--- src/rtl/adc_mode_control_map.vh ---
// Purpose: constants of the converter mode register and its sequencer
// Assumes: included by adc_mode_control.v
// Notes: offsets, fields, codes and timing figures
`ifndef ADC_MODE_CONTROL_MAP_VH
`define ADC_MODE_CONTROL_MAP_VH

// ****************************************************************
// register addresses and reset value
// ****************************************************************
`define OPERATING_MODE_ADDR 4'h1
`define OPERATING_MODE_RESET 8'h00

// ****************************************************************
// field positions of operating_mode
// ****************************************************************
`define MODE_BIT_SEVEN 7
`define BUF_BYPASS_BIT 6
`define RSVD_FIVE_BIT 5
`define CHANNEL_CONFIG_BIT 4
`define OSC_STOP_BIT 3
`define MODE_FIELD_HI 2
`define MODE_FIELD_LO 0
`define MODE_WRITE_MASK 8'h5F

// ****************************************************************
// command byte layout
// ****************************************************************
`define CMD_READ_BIT 6
`define CMD_ADDR_HI 3
`define CMD_ADDR_LO 0

// ****************************************************************
// operating_mode_field codes
// ****************************************************************
`define MD_POWER_DOWN 3'h0
`define MD_IDLE 3'h1
`define MD_SINGLE 3'h2
`define MD_CONTINUOUS 3'h3
`define MD_INT_ZERO_CAL 3'h4
`define MD_INT_FULL_CAL 3'h5
`define MD_SYS_ZERO_CAL 3'h6
`define MD_SYS_FULL_CAL 3'h7

// ****************************************************************
// timing
// ****************************************************************
// 300 ms restart at the 50 MHz system clock, sized to the counter
`define OSC_START_CYCLES 24'hE4E1C0

`endif

--- src/rtl/adc_mode_control.v ---
// Purpose: mode register and operating-mode sequencer of a dual converter
// Assumes: serial clock, select and data arrive from outside the domain
// Notes: modulator and filter report completion on conv/cal done pulses
//        restart time is a parameter so a bench may shorten it
//
// Operation
// RQ1: eight-bit read/write mode register, cleared to zero at reset.
// RQ2: mode register shifted most significant bit first, descending order.
// RQ3: bit six set bypasses input buffer; clear uses buffered path.
// RQ4: channel bit set: three pseudo-differential main, aux loses pair.
// RQ5: channel bit clear: two differential main, aux keeps pair options.
// RQ6: oscillator-stop set halts crystal in standby; 300 ms restart.
// RQ7: oscillator-stop clear keeps crystal running, no restart delay.
// RQ8: mode code zero is power-down: sources, switches and PLL off.
// RQ9: idle holds filter and modulator in reset, modulator clocks run.
// RQ10: single conversion updates data, writes status, returns to idle.
// RQ11: continuous conversion updates data on each filter-rate result.
// RQ12: internal zero calibration shorts inputs, then returns to idle.
// RQ13: internal full calibration connects reference, then returns to idle.
// RQ14: host applies system zero input before code six.
// RQ15: host applies system full input before code seven.
// RQ16: any mode-field write resets both converters, even unchanged.
// RQ17: calibration write clears ready flags; done writes regs, goes idle.
// RQ18: reserved bits seven and five are written as and read as zero.
`timescale 1ns/1ps
`include "adc_mode_control_map.vh"

module adc_mode_control #(
   parameter [23:0] OSC_START_CYCLES = `OSC_START_CYCLES
)(
   input wire sys_clk_in, // system clock, 50 MHz
   input wire sys_rst_in, // async reset, active high
   input wire sclk_in, // serial clock pin
   input wire cs_n_in, // serial select pin, active low
   input wire din_in, // serial data in pin
   input wire conv_done_in, // converter result ready pulse
   input wire cal_done_in, // calibration finished pulse
   output reg dout_out, // serial data out
   output reg [2:0] operating_mode_field_out, // current mode code
   output reg buf_bypass_out, // input buffer bypassed
   output reg main_pseudo_diff_out, // main uses three pseudo channels
   output reg aux_pair_avail_out, // aux may use third/fourth pair
   output reg osc_run_out, // crystal oscillator enable
   output reg osc_ready_out, // crystal oscillating and settled
   output reg pll_enable_out, // PLL, sources and switches powered
   output reg conv_hold_reset_out, // filter and modulator held in reset
   output reg conv_reset_out, // pulse: reset both converters
   output reg ready_clear_out, // pulse: clear conversion_ready_flags
   output reg data_update_out, // pulse: load data registers
   output reg status_write_out, // pulse: write status flags
   output reg cal_reg_write_out, // pulse: write calibration registers
   output reg cal_active_out, // calibration in progress
   output reg short_inputs_out, // internal short on inputs
   output reg ref_to_input_out // reference routed to input
);

   // ****************************************************************
   // pin synchronisers
   // ****************************************************************
   reg [2:0] sclk_sync_q;
   reg [2:0] cs_sync_q;
   reg [2:0] din_sync_q;
   reg sclk_q;
   reg cs_n_q;

   always @(posedge sys_clk_in or posedge sys_rst_in)
   begin
      if (sys_rst_in)
      begin
         sclk_sync_q <= 3'h0;
         // select resets high so no frame starts during reset
         cs_sync_q <= 3'h7;
         din_sync_q <= 3'h0;
         sclk_q <= 1'b0;
         cs_n_q <= 1'b1;
      end
      else
      begin
         sclk_sync_q <= {sclk_sync_q[1:0], sclk_in};
         cs_sync_q <= {cs_sync_q[1:0], cs_n_in};
         din_sync_q <= {din_sync_q[1:0], din_in};
         // a change counts once the second and third stages agree
         if (sclk_sync_q[1] == sclk_sync_q[2])
            sclk_q <= sclk_sync_q[2];
         if (cs_sync_q[1] == cs_sync_q[2])
            cs_n_q <= cs_sync_q[2];
      end
   end

   // ****************************************************************
   // serial clock edges
   // ****************************************************************
   // edges count only while selected, so the detector's reset level
   // cannot fake a bit whichever level the clock idles at
   wire sclk_rise = sclk_sync_q[1] & sclk_sync_q[2] & ~sclk_q;
   wire sclk_fall = ~sclk_sync_q[1] & ~sclk_sync_q[2] & sclk_q;

   // ****************************************************************
   // serial framing: command byte, then one data byte
   // ****************************************************************
   reg [3:0] bit_cnt_q;
   reg [7:0] shift_in_q;
   reg [7:0] shift_out_q;
   reg is_read_q;
   reg hit_mode_q;
   reg host_write_q;
   reg [7:0] host_data_q;
   reg [7:0] mode_q;

   wire [7:0] rx_byte = {shift_in_q[6:0], din_sync_q[2]};

   always @(posedge sys_clk_in or posedge sys_rst_in)
   begin
      if (sys_rst_in)
      begin
         bit_cnt_q <= 4'h0;
         shift_in_q <= 8'h00;
         shift_out_q <= 8'h00;
         is_read_q <= 1'b0;
         hit_mode_q <= 1'b0;
         host_write_q <= 1'b0;
         host_data_q <= 8'h00;
         dout_out <= 1'b0;
      end
      else
      begin
         host_write_q <= 1'b0;
         // a frame cut short by deselect writes nothing
         if (cs_n_q)
         begin
            bit_cnt_q <= 4'h0;
            shift_out_q <= 8'h00;
            dout_out <= 1'b0;
         end
         else
         begin
            if (sclk_rise)
            begin
               shift_in_q <= rx_byte; // RQ2
               bit_cnt_q <= bit_cnt_q + 4'h1;
               if (bit_cnt_q == 4'h7)
               begin
                  is_read_q <= rx_byte[`CMD_READ_BIT];
                  hit_mode_q <= (rx_byte[`CMD_ADDR_HI:`CMD_ADDR_LO] ==
                                 `OPERATING_MODE_ADDR);
                  // read answers start on the next falling edge
                  if (rx_byte[`CMD_READ_BIT] &&
                      rx_byte[`CMD_ADDR_HI:`CMD_ADDR_LO] ==
                      `OPERATING_MODE_ADDR)
                     shift_out_q <= mode_q; // RQ1
                  else
                     shift_out_q <= 8'h00;
               end
               if (bit_cnt_q == 4'hF)
               begin
                  bit_cnt_q <= 4'h0;
                  if (hit_mode_q && !is_read_q)
                  begin
                     host_write_q <= 1'b1;
                     // reserved bits are never stored, so they read zero
                     host_data_q <= rx_byte & `MODE_WRITE_MASK; // RQ18
                  end
               end
            end
            if (sclk_fall && bit_cnt_q[3])
            begin
               dout_out <= shift_out_q[7]; // RQ2
               shift_out_q <= {shift_out_q[6:0], 1'b0};
            end
         end
      end
   end

   // ****************************************************************
   // mode register and sequencer
   // ****************************************************************
   wire [2:0] md = mode_q[`MODE_FIELD_HI:`MODE_FIELD_LO];
   wire [2:0] new_md = host_data_q[`MODE_FIELD_HI:`MODE_FIELD_LO];
   wire md_is_cal = md[2];
   reg [7:0] mode_d;

   always @*
   begin
      mode_d = mode_q;
      // only a host write or a completion moves the register
      if (host_write_q)
         mode_d = host_data_q; // RQ1
      else if (md == `MD_SINGLE && conv_done_in)
         mode_d[`MODE_FIELD_HI:`MODE_FIELD_LO] = `MD_IDLE; // RQ10
      else if (md_is_cal && cal_done_in)
         mode_d[`MODE_FIELD_HI:`MODE_FIELD_LO] = `MD_IDLE; // RQ17
   end

   // ****************************************************************
   // register update and event pulses
   // ****************************************************************
   always @(posedge sys_clk_in or posedge sys_rst_in)
   begin
      if (sys_rst_in)
      begin
         mode_q <= `OPERATING_MODE_RESET; // RQ1
         conv_reset_out <= 1'b0;
         ready_clear_out <= 1'b0;
         data_update_out <= 1'b0;
         status_write_out <= 1'b0;
         cal_reg_write_out <= 1'b0;
      end
      else
      begin
         mode_q <= mode_d;
         // a host write outranks a completion landing the same cycle
         conv_reset_out <= host_write_q; // RQ16
         ready_clear_out <= host_write_q &&
                            (new_md[2] || new_md == `MD_SINGLE ||
                             new_md == `MD_CONTINUOUS); // RQ17
         data_update_out <= !host_write_q && conv_done_in &&
                            (md == `MD_SINGLE ||
                             md == `MD_CONTINUOUS); // RQ11
         status_write_out <= !host_write_q &&
                             ((conv_done_in && (md == `MD_SINGLE ||
                               md == `MD_CONTINUOUS)) ||
                              (cal_done_in && md_is_cal)); // RQ10
         cal_reg_write_out <= !host_write_q && cal_done_in &&
                              md_is_cal; // RQ17
      end
   end

   // ****************************************************************
   // oscillator stop and restart
   // ****************************************************************
   // standby is power-down; counter spans the full restart time
   wire standby = (md == `MD_POWER_DOWN);
   wire osc_halt = standby && mode_q[`OSC_STOP_BIT];
   reg [23:0] osc_cnt_q;
   reg osc_stopped_q;

   always @(posedge sys_clk_in or posedge sys_rst_in)
   begin
      if (sys_rst_in)
      begin
         osc_cnt_q <= 24'h000000;
         osc_stopped_q <= 1'b0;
         osc_run_out <= 1'b1;
         osc_ready_out <= 1'b1;
      end
      else
      begin
         osc_run_out <= !osc_halt; // RQ7
         if (osc_halt)
         begin
            osc_stopped_q <= 1'b1; // RQ6
            osc_ready_out <= 1'b0;
            osc_cnt_q <= 24'h000000;
         end
         else if (osc_stopped_q)
         begin
            if (osc_cnt_q >= OSC_START_CYCLES - 24'h000001)
            begin
               osc_stopped_q <= 1'b0; // RQ6
               osc_ready_out <= 1'b1;
            end
            else
               osc_cnt_q <= osc_cnt_q + 24'h000001;
         end
         else
            // not halted and not restarting: the crystal runs, no restart wait
            osc_ready_out <= 1'b1; // RQ7
      end
   end

   // ****************************************************************
   // registered control outputs
   // ****************************************************************
   always @(posedge sys_clk_in or posedge sys_rst_in)
   begin
      if (sys_rst_in)
      begin
         operating_mode_field_out <= `MD_POWER_DOWN;
         buf_bypass_out <= 1'b0;
         main_pseudo_diff_out <= 1'b0;
         aux_pair_avail_out <= 1'b1;
         pll_enable_out <= 1'b0;
         conv_hold_reset_out <= 1'b1;
         cal_active_out <= 1'b0;
         short_inputs_out <= 1'b0;
         ref_to_input_out <= 1'b0;
      end
      else
      begin
         operating_mode_field_out <= md;
         buf_bypass_out <= mode_q[`BUF_BYPASS_BIT]; // RQ3
         main_pseudo_diff_out <= mode_q[`CHANNEL_CONFIG_BIT]; // RQ4
         aux_pair_avail_out <= !mode_q[`CHANNEL_CONFIG_BIT]; // RQ5
         pll_enable_out <= !standby; // RQ8
         // held until the crystal settles so no result uses a bad clock
         conv_hold_reset_out <= standby || md == `MD_IDLE ||
                                osc_stopped_q; // RQ9
         cal_active_out <= md_is_cal; // RQ17
         short_inputs_out <= (md == `MD_INT_ZERO_CAL); // RQ12
         ref_to_input_out <= (md == `MD_INT_FULL_CAL); // RQ13
      end
   end

endmodule

--- config.mk ---
export PLATFORM = sky130hd
export DESIGN_NAME = adc_mode_control
export DESIGN_NICKNAME = d
export VERILOG_FILES = /design/src/rtl/adc_mode_control.v
export VERILOG_INCLUDE_DIRS = /design/src /design/src/rtl
export SDC_FILE = /design/constraint.sdc
export NUM_CORES = 1
export LEC_CHECK = 0
export ABC_AREA = 1
export BUFFER_PORTS_ARGS = -buffer_cell sky130_fd_sc_hd__buf_4
export CAP_MARGIN = 25
export CORE_MARGIN = 1.5
export CORE_UTILIZATION = 50
export DETAILED_ROUTE_END_ITERATION = 7
export PLACE_DENSITY = 0.7
export SLEW_MARGIN = 20
export SYNTH_ARGS = -nofsm -noshare
export SYNTH_HDL_FRONTEND = slang
export SYNTH_SLANG_ARGS = --single-unit
export TNS_END_PERCENT = 20
--- constraint.sdc ---
create_clock -name sys_clk_in -period 2.4 [get_ports sys_clk_in]
set_input_delay 0.12 -clock sys_clk_in [delete_from_list [all_inputs] [get_ports sys_clk_in]]
set_output_delay 0.12 -clock sys_clk_in [all_outputs]
set_load 0.01 [all_outputs]
=== After elaboration in Yosys (flattened, before gate mapping) ===
Index checks and enable logic that the tools add are counted.

* Bits in registers: 88
* Bits of input ports: 7
* Output and inout port bits: 19
* Logic and storage cells: 120

* Reductions and logical operators: 36
* $add $sub $neg: 2
* Muxes and demuxes: 26
* Equal/unequal tests: 14
* $lt $le $gt $ge: 1
* Bitwise logic cells: 8

{| class="wikitable"
|+ Operators by type and width
! cell !! count
|-
| $mux W24 || 3
|-
| $mux W8 || 4
|-
| $add A24 B1 Y24 const B || 1
|-
| $ge A24 B24 Y1 const B || 1
|-
| $logic_and A1 B1 Y1 || 13
|-
| $eq A3 B2 Y1 const B || 4
|-
| $mux W1 || 12
|-
| $mux W4 || 3
|-
| $mux W3 || 3
|-
| $reduce_bool A3 Y1 || 3
|-
| $mux W7 || 1
|-
| $eq A3 B3 Y1 const B || 2
|-
| $logic_or A1 B1 Y1 || 6
|-
| $reduce_and A2 Y1 || 3
|-
| $reduce_bool A2 Y1 || 3
|-
| $logic_not A1 Y1 || 5
|-
| $add A4 B1 Y4 const B || 1
|-
| $and A1 B1 Y1 || 4
|-
| $eq A4 B1 Y1 const B || 1
|-
| $eq A4 B3 Y1 const B || 1
|-
| $eq A4 B4 Y1 const B || 1
|-
| $not A1 Y1 || 4
|-
| $reduce_and A4 Y1 || 1
|-
| $eq A3 B1 Y1 const B || 1
|-
| 5 further kinds || 6
|}

=== Logic depth before layout (Yosys ltp) ===
* Depth in word-level cells: 7
* Gate-level depth with buffers: 11

=== Worst setup path before layout ===
Ideal clock, no wire load.

* Kind: flip-flop to flip-flop
* Start point: register osc_cnt_q[0]
* End point: register osc_cnt_q[17]
* Path slack: 818 ps
* Required time: 2,283 ps
* Arrival time: 1,466 ps
* Library setup time: 117 ps
* Stages on the path, launching flop included: 12
* Path buffers: 1
* Cell sequence: dfrtp_1 -> ha_1 -> nand2_2 -> nor2_4 -> nand2_1 -> nand2_1 -> nand3_2 -> nand3_4 -> nand2_4 -> buf_6 -> nand2_1 -> nand2_1

* Cells in the longest elaborated chain, start to end: 4

{| class="wikitable"
|+ RTL lines
! what !! line !! RTL
|-
| from (decl) || adc_mode_control.v:234 || <nowiki>reg [23:0] osc_cnt_q;</nowiki>
|-
| from (signal assigned) || adc_mode_control.v:263 || <nowiki>osc_cnt_q <= osc_cnt_q + 24'h000001;</nowiki>
|-
| $add A24 B1 Y24 || adc_mode_control.v:263 ||
|-
| $mux W24 || adc_mode_control.v:257 || <nowiki>if (osc_cnt_q >= OSC_START_CYCLES - 24'h000001)</nowiki>
|-
| $mux W24 || adc_mode_control.v:255 || <nowiki>else if (osc_stopped_q)</nowiki>
|-
| $mux W24 || adc_mode_control.v:249 || <nowiki>if (osc_halt)</nowiki>
|}

Several ways; a longest one is shown, not always the timed one. The select of a mux whose other input is x is not followed.
A chain may end at the register's enable or synchronous reset.

=== Final worst setup path ===
* Start point: register osc_cnt_q[0]
* End point: register osc_cnt_q[12]

Same word-level chain as after synthesis.

==> results.toml <==
[run_status]
status = "finished clean"

[route]
ant_nets = 0
via_per_inst = 5.06
drt_first_pass_iters = 4
drtIter0Drc = 167
wl_per_cell_um = 12.6
drc_errors = 0
wl_mm = 8.02
num_vias = 3213

[timing]
hold_viol = 0
slew_viol_final = 0
fin_tns_setup_ps = 0
slew-limit-headroom_pct = 58.0
finClkSkew_ps = 14.2
rsz0062_at_grt = "no"
tightest_slew_ps = 629
fin_ws_ps = 445
setup_viol = 0
fmax_ghz = 0.511
finalCritPeriodShare_pct = 81.5
min_period_ps = 1960

[floorplan]
num_rows = 32
initial_core_util_pct = 52.3
core_area_um2 = 7810
die_w_um = 93.3
die-area_um2 = 8710
die_h_um = 93.3
pin_count = 26

[synthesis]
syn_nets = 506
netlist_area_um2 = 4080
syn_inst = 495
async_reset_ff_share_pct = 100
yosysTopAreaCellShare_pct = 48.5
synth.most_common_cell = "nand2_1"
yosysSeqAreaShare_pct = 53.6
synth_warnings = 0
synth_top_flop_cell = "dfrtp_1"
avgSynthCellArea_um2 = 8.24
synthTopCellsByCount = "nand2_1, dfrtp_1, nor2_1"
synth.distinct_cells = 32
synth.area.top_cells = "dfrtp_1, nand2_1, nand3_1"
synth-seq-cells = 87
synth_edf_count = 0
synth_top_cell_by_area = "dfrtp_1"

[layout]
syn2layout_area_growth_pct = 12.9
diodes = 0
drive_gt1_share_pct = 12.0
final_nets = 539

[critical_path]
cpMostUsedCell = "nand2_1"
slowest_stage = "dfrtp_1"
cp_max_fo = 26
worstPathCellList = "ha_1 -> nand2_2 -> nor2_4 -> nand2_1 -> nand2_1 -> nand3_2 -> nand3_4 -> nand2_4 -> nand2_1 -> nand2_1"
worst_ep_required_time_ps = 2640
cp-start-kind = "register"
end_kind = "register"
cpPeakStageDelay_ps = 420
worstPathArrival_ps = 2190
setup.worst_path.class = "reg2reg"

[hold_path]
min_path_type = "in2reg"

[clocking]
h-tree-depth = 3
cts_tree = "built"
insertion_delay_ps = 350
clkSinkCount = 87
postCtsSetupBuffers = 0
clockBufferDepth = 2
post_cts_resized = 0
cts_root_buffer = "clkbuf_8"
cts_hold_buf = 4
cts_buffers = 9
cts.clk_slew.worst_paths_ps = 90

[global_routing]
grt_pass1_wl_mm = 14.4
antenna_found_initial = 0
grt_usage_pct = 21.1
grt_max_degree = 37
grt_pass1_vias = 3147
gr-total-overflow = 0

[placed_design]
post-place-ws_ps = 449
portBuffers = 25
place_hpwl_mm = 5.69
gp_congestion = 0.946

[power_and_ir_drop]
ir_drop_mv = 0.331
pwr_density_cell_nw_per_um2 = 612
p_leak_nw = 2.17

[run]
max_cap_viol_count = 0
## metal layers
layer | routed length, µm | track usage (%) | vias to the layer above | share of wire (%)
met1 | 3950 | 30.5 | 1485 | 49
met5 | 0 | 0 | - | 0
met2 | 3530 | 32.3 | 85 | 44
met4 | 74 | 7.32 | 0 | 0.92
li1 | - | - | 1638 | -
met3 | 471 | 3.25 | 5 | 5.9
## cells in the final DEF, fill, tap and decap left out, types with 8 or more instances in the layout
cell type	n
dfstp_2	8
nand2_1	148
nand3_1	55
clkbuf_8	10
xor2_1	12
dfrtp_1	79
o21ai_0	30
buf_4	30
nor2_1	59
inv_1	46
## per-stage QoR
step / power, mW / util, % / instance area, µm² / hold slack [ps] / std cells
floorplan: 1.74 / - / 4080 / 124 / 495
global placement: 1.81 / 55.9 / 4370 / 178 / 615
detailed placement: 1.82 / 55.9 / 4370 / 183 / 615
CTS: 2.85 / 59.0 / 4610 / 39.7 / 635
global route: 2.96 / 59.0 / 4610 / 67.5 / 635
finish: 2.82 / 59.0 / 4610 / 47.2 / 635
## worst paths after layout
path                            cells past startpoint                           to                startpoint  slack, ps
worst min register to register                      0     sclk_sync_q[1]$_DFF_PP0_  sclk_sync_q[0]$_DFF_PP0_        360
min in group asynchronous                           3   host_data_q[6]$_DFFE_PP0P_                sys_rst_in        330
max in group asynchronous                           4        osc_run_out$_DFF_PP1_                sys_rst_in       1320
worst max-delay path                               10    osc_cnt_q[12]$_DFFE_PP0P_  osc_cnt_q[0]$_DFFE_PP0P_        440
worst min-delay path                                3  cal_reg_write_out$_DFF_PP0_               cal_done_in         50
worst max register to register                     10    osc_cnt_q[12]$_DFFE_PP0P_  osc_cnt_q[0]$_DFFE_PP0P_        440
## worst max-delay path: cells and delay by family, from the launching register on
| kind | cells | cell delay [ps] |
|---|---|---|
| adder cells (fa/ha/maj) | 1 | 260 |
| AND/OR/NAND/NOR | 9 | 1160 |
| flip-flops | 1 | 420 |
## sequential cells by signal, indices dropped and copies added (netlist names), 2 cells and up
register	count
cs_sync_q	3
shift_out_q	8
operating_mode_field_out	2
host_data_q	6
mode_q	6
shift_in_q	6
sclk_sync_q	3
bit_cnt_q	4
osc_cnt_q	24
din_sync_q	3
## logic make-up after synthesis
group | after synthesis | share of synthesized area [%]
simple gates | 283 | 29.7
flops | 87 | 53.6
compound gates | 43 | 5.70
xor+xnor | 16 | 3.43
fa+ha+maj | 5 | 1.47
buf+inv | 61 | 6.13
## power by group
| group | switching [mW] | internal (mW) | total [mW] |
|---|---|---|---|
| registers | 0.0477 | 1.55 | 1.60 |
| clock network | 0.511 | 0.517 | 1.03 |
| logic | 0.120 | 0.0744 | 0.195 |
| total | 0.679 | 2.14 | 2.82 |
## area by class of cell
cell class / count / area (µm²)
sequential: 87 / 2190
multi-input combinational: 347 / 1640
clock inverter: 4 / 55.1
inverter: 49 / 185
tap: 102 / 128
clock buffer: 12 / 145
fill: 688 / 3200
timing repair buffer: 34 / 265
Power figures use the tool's default switching activity.
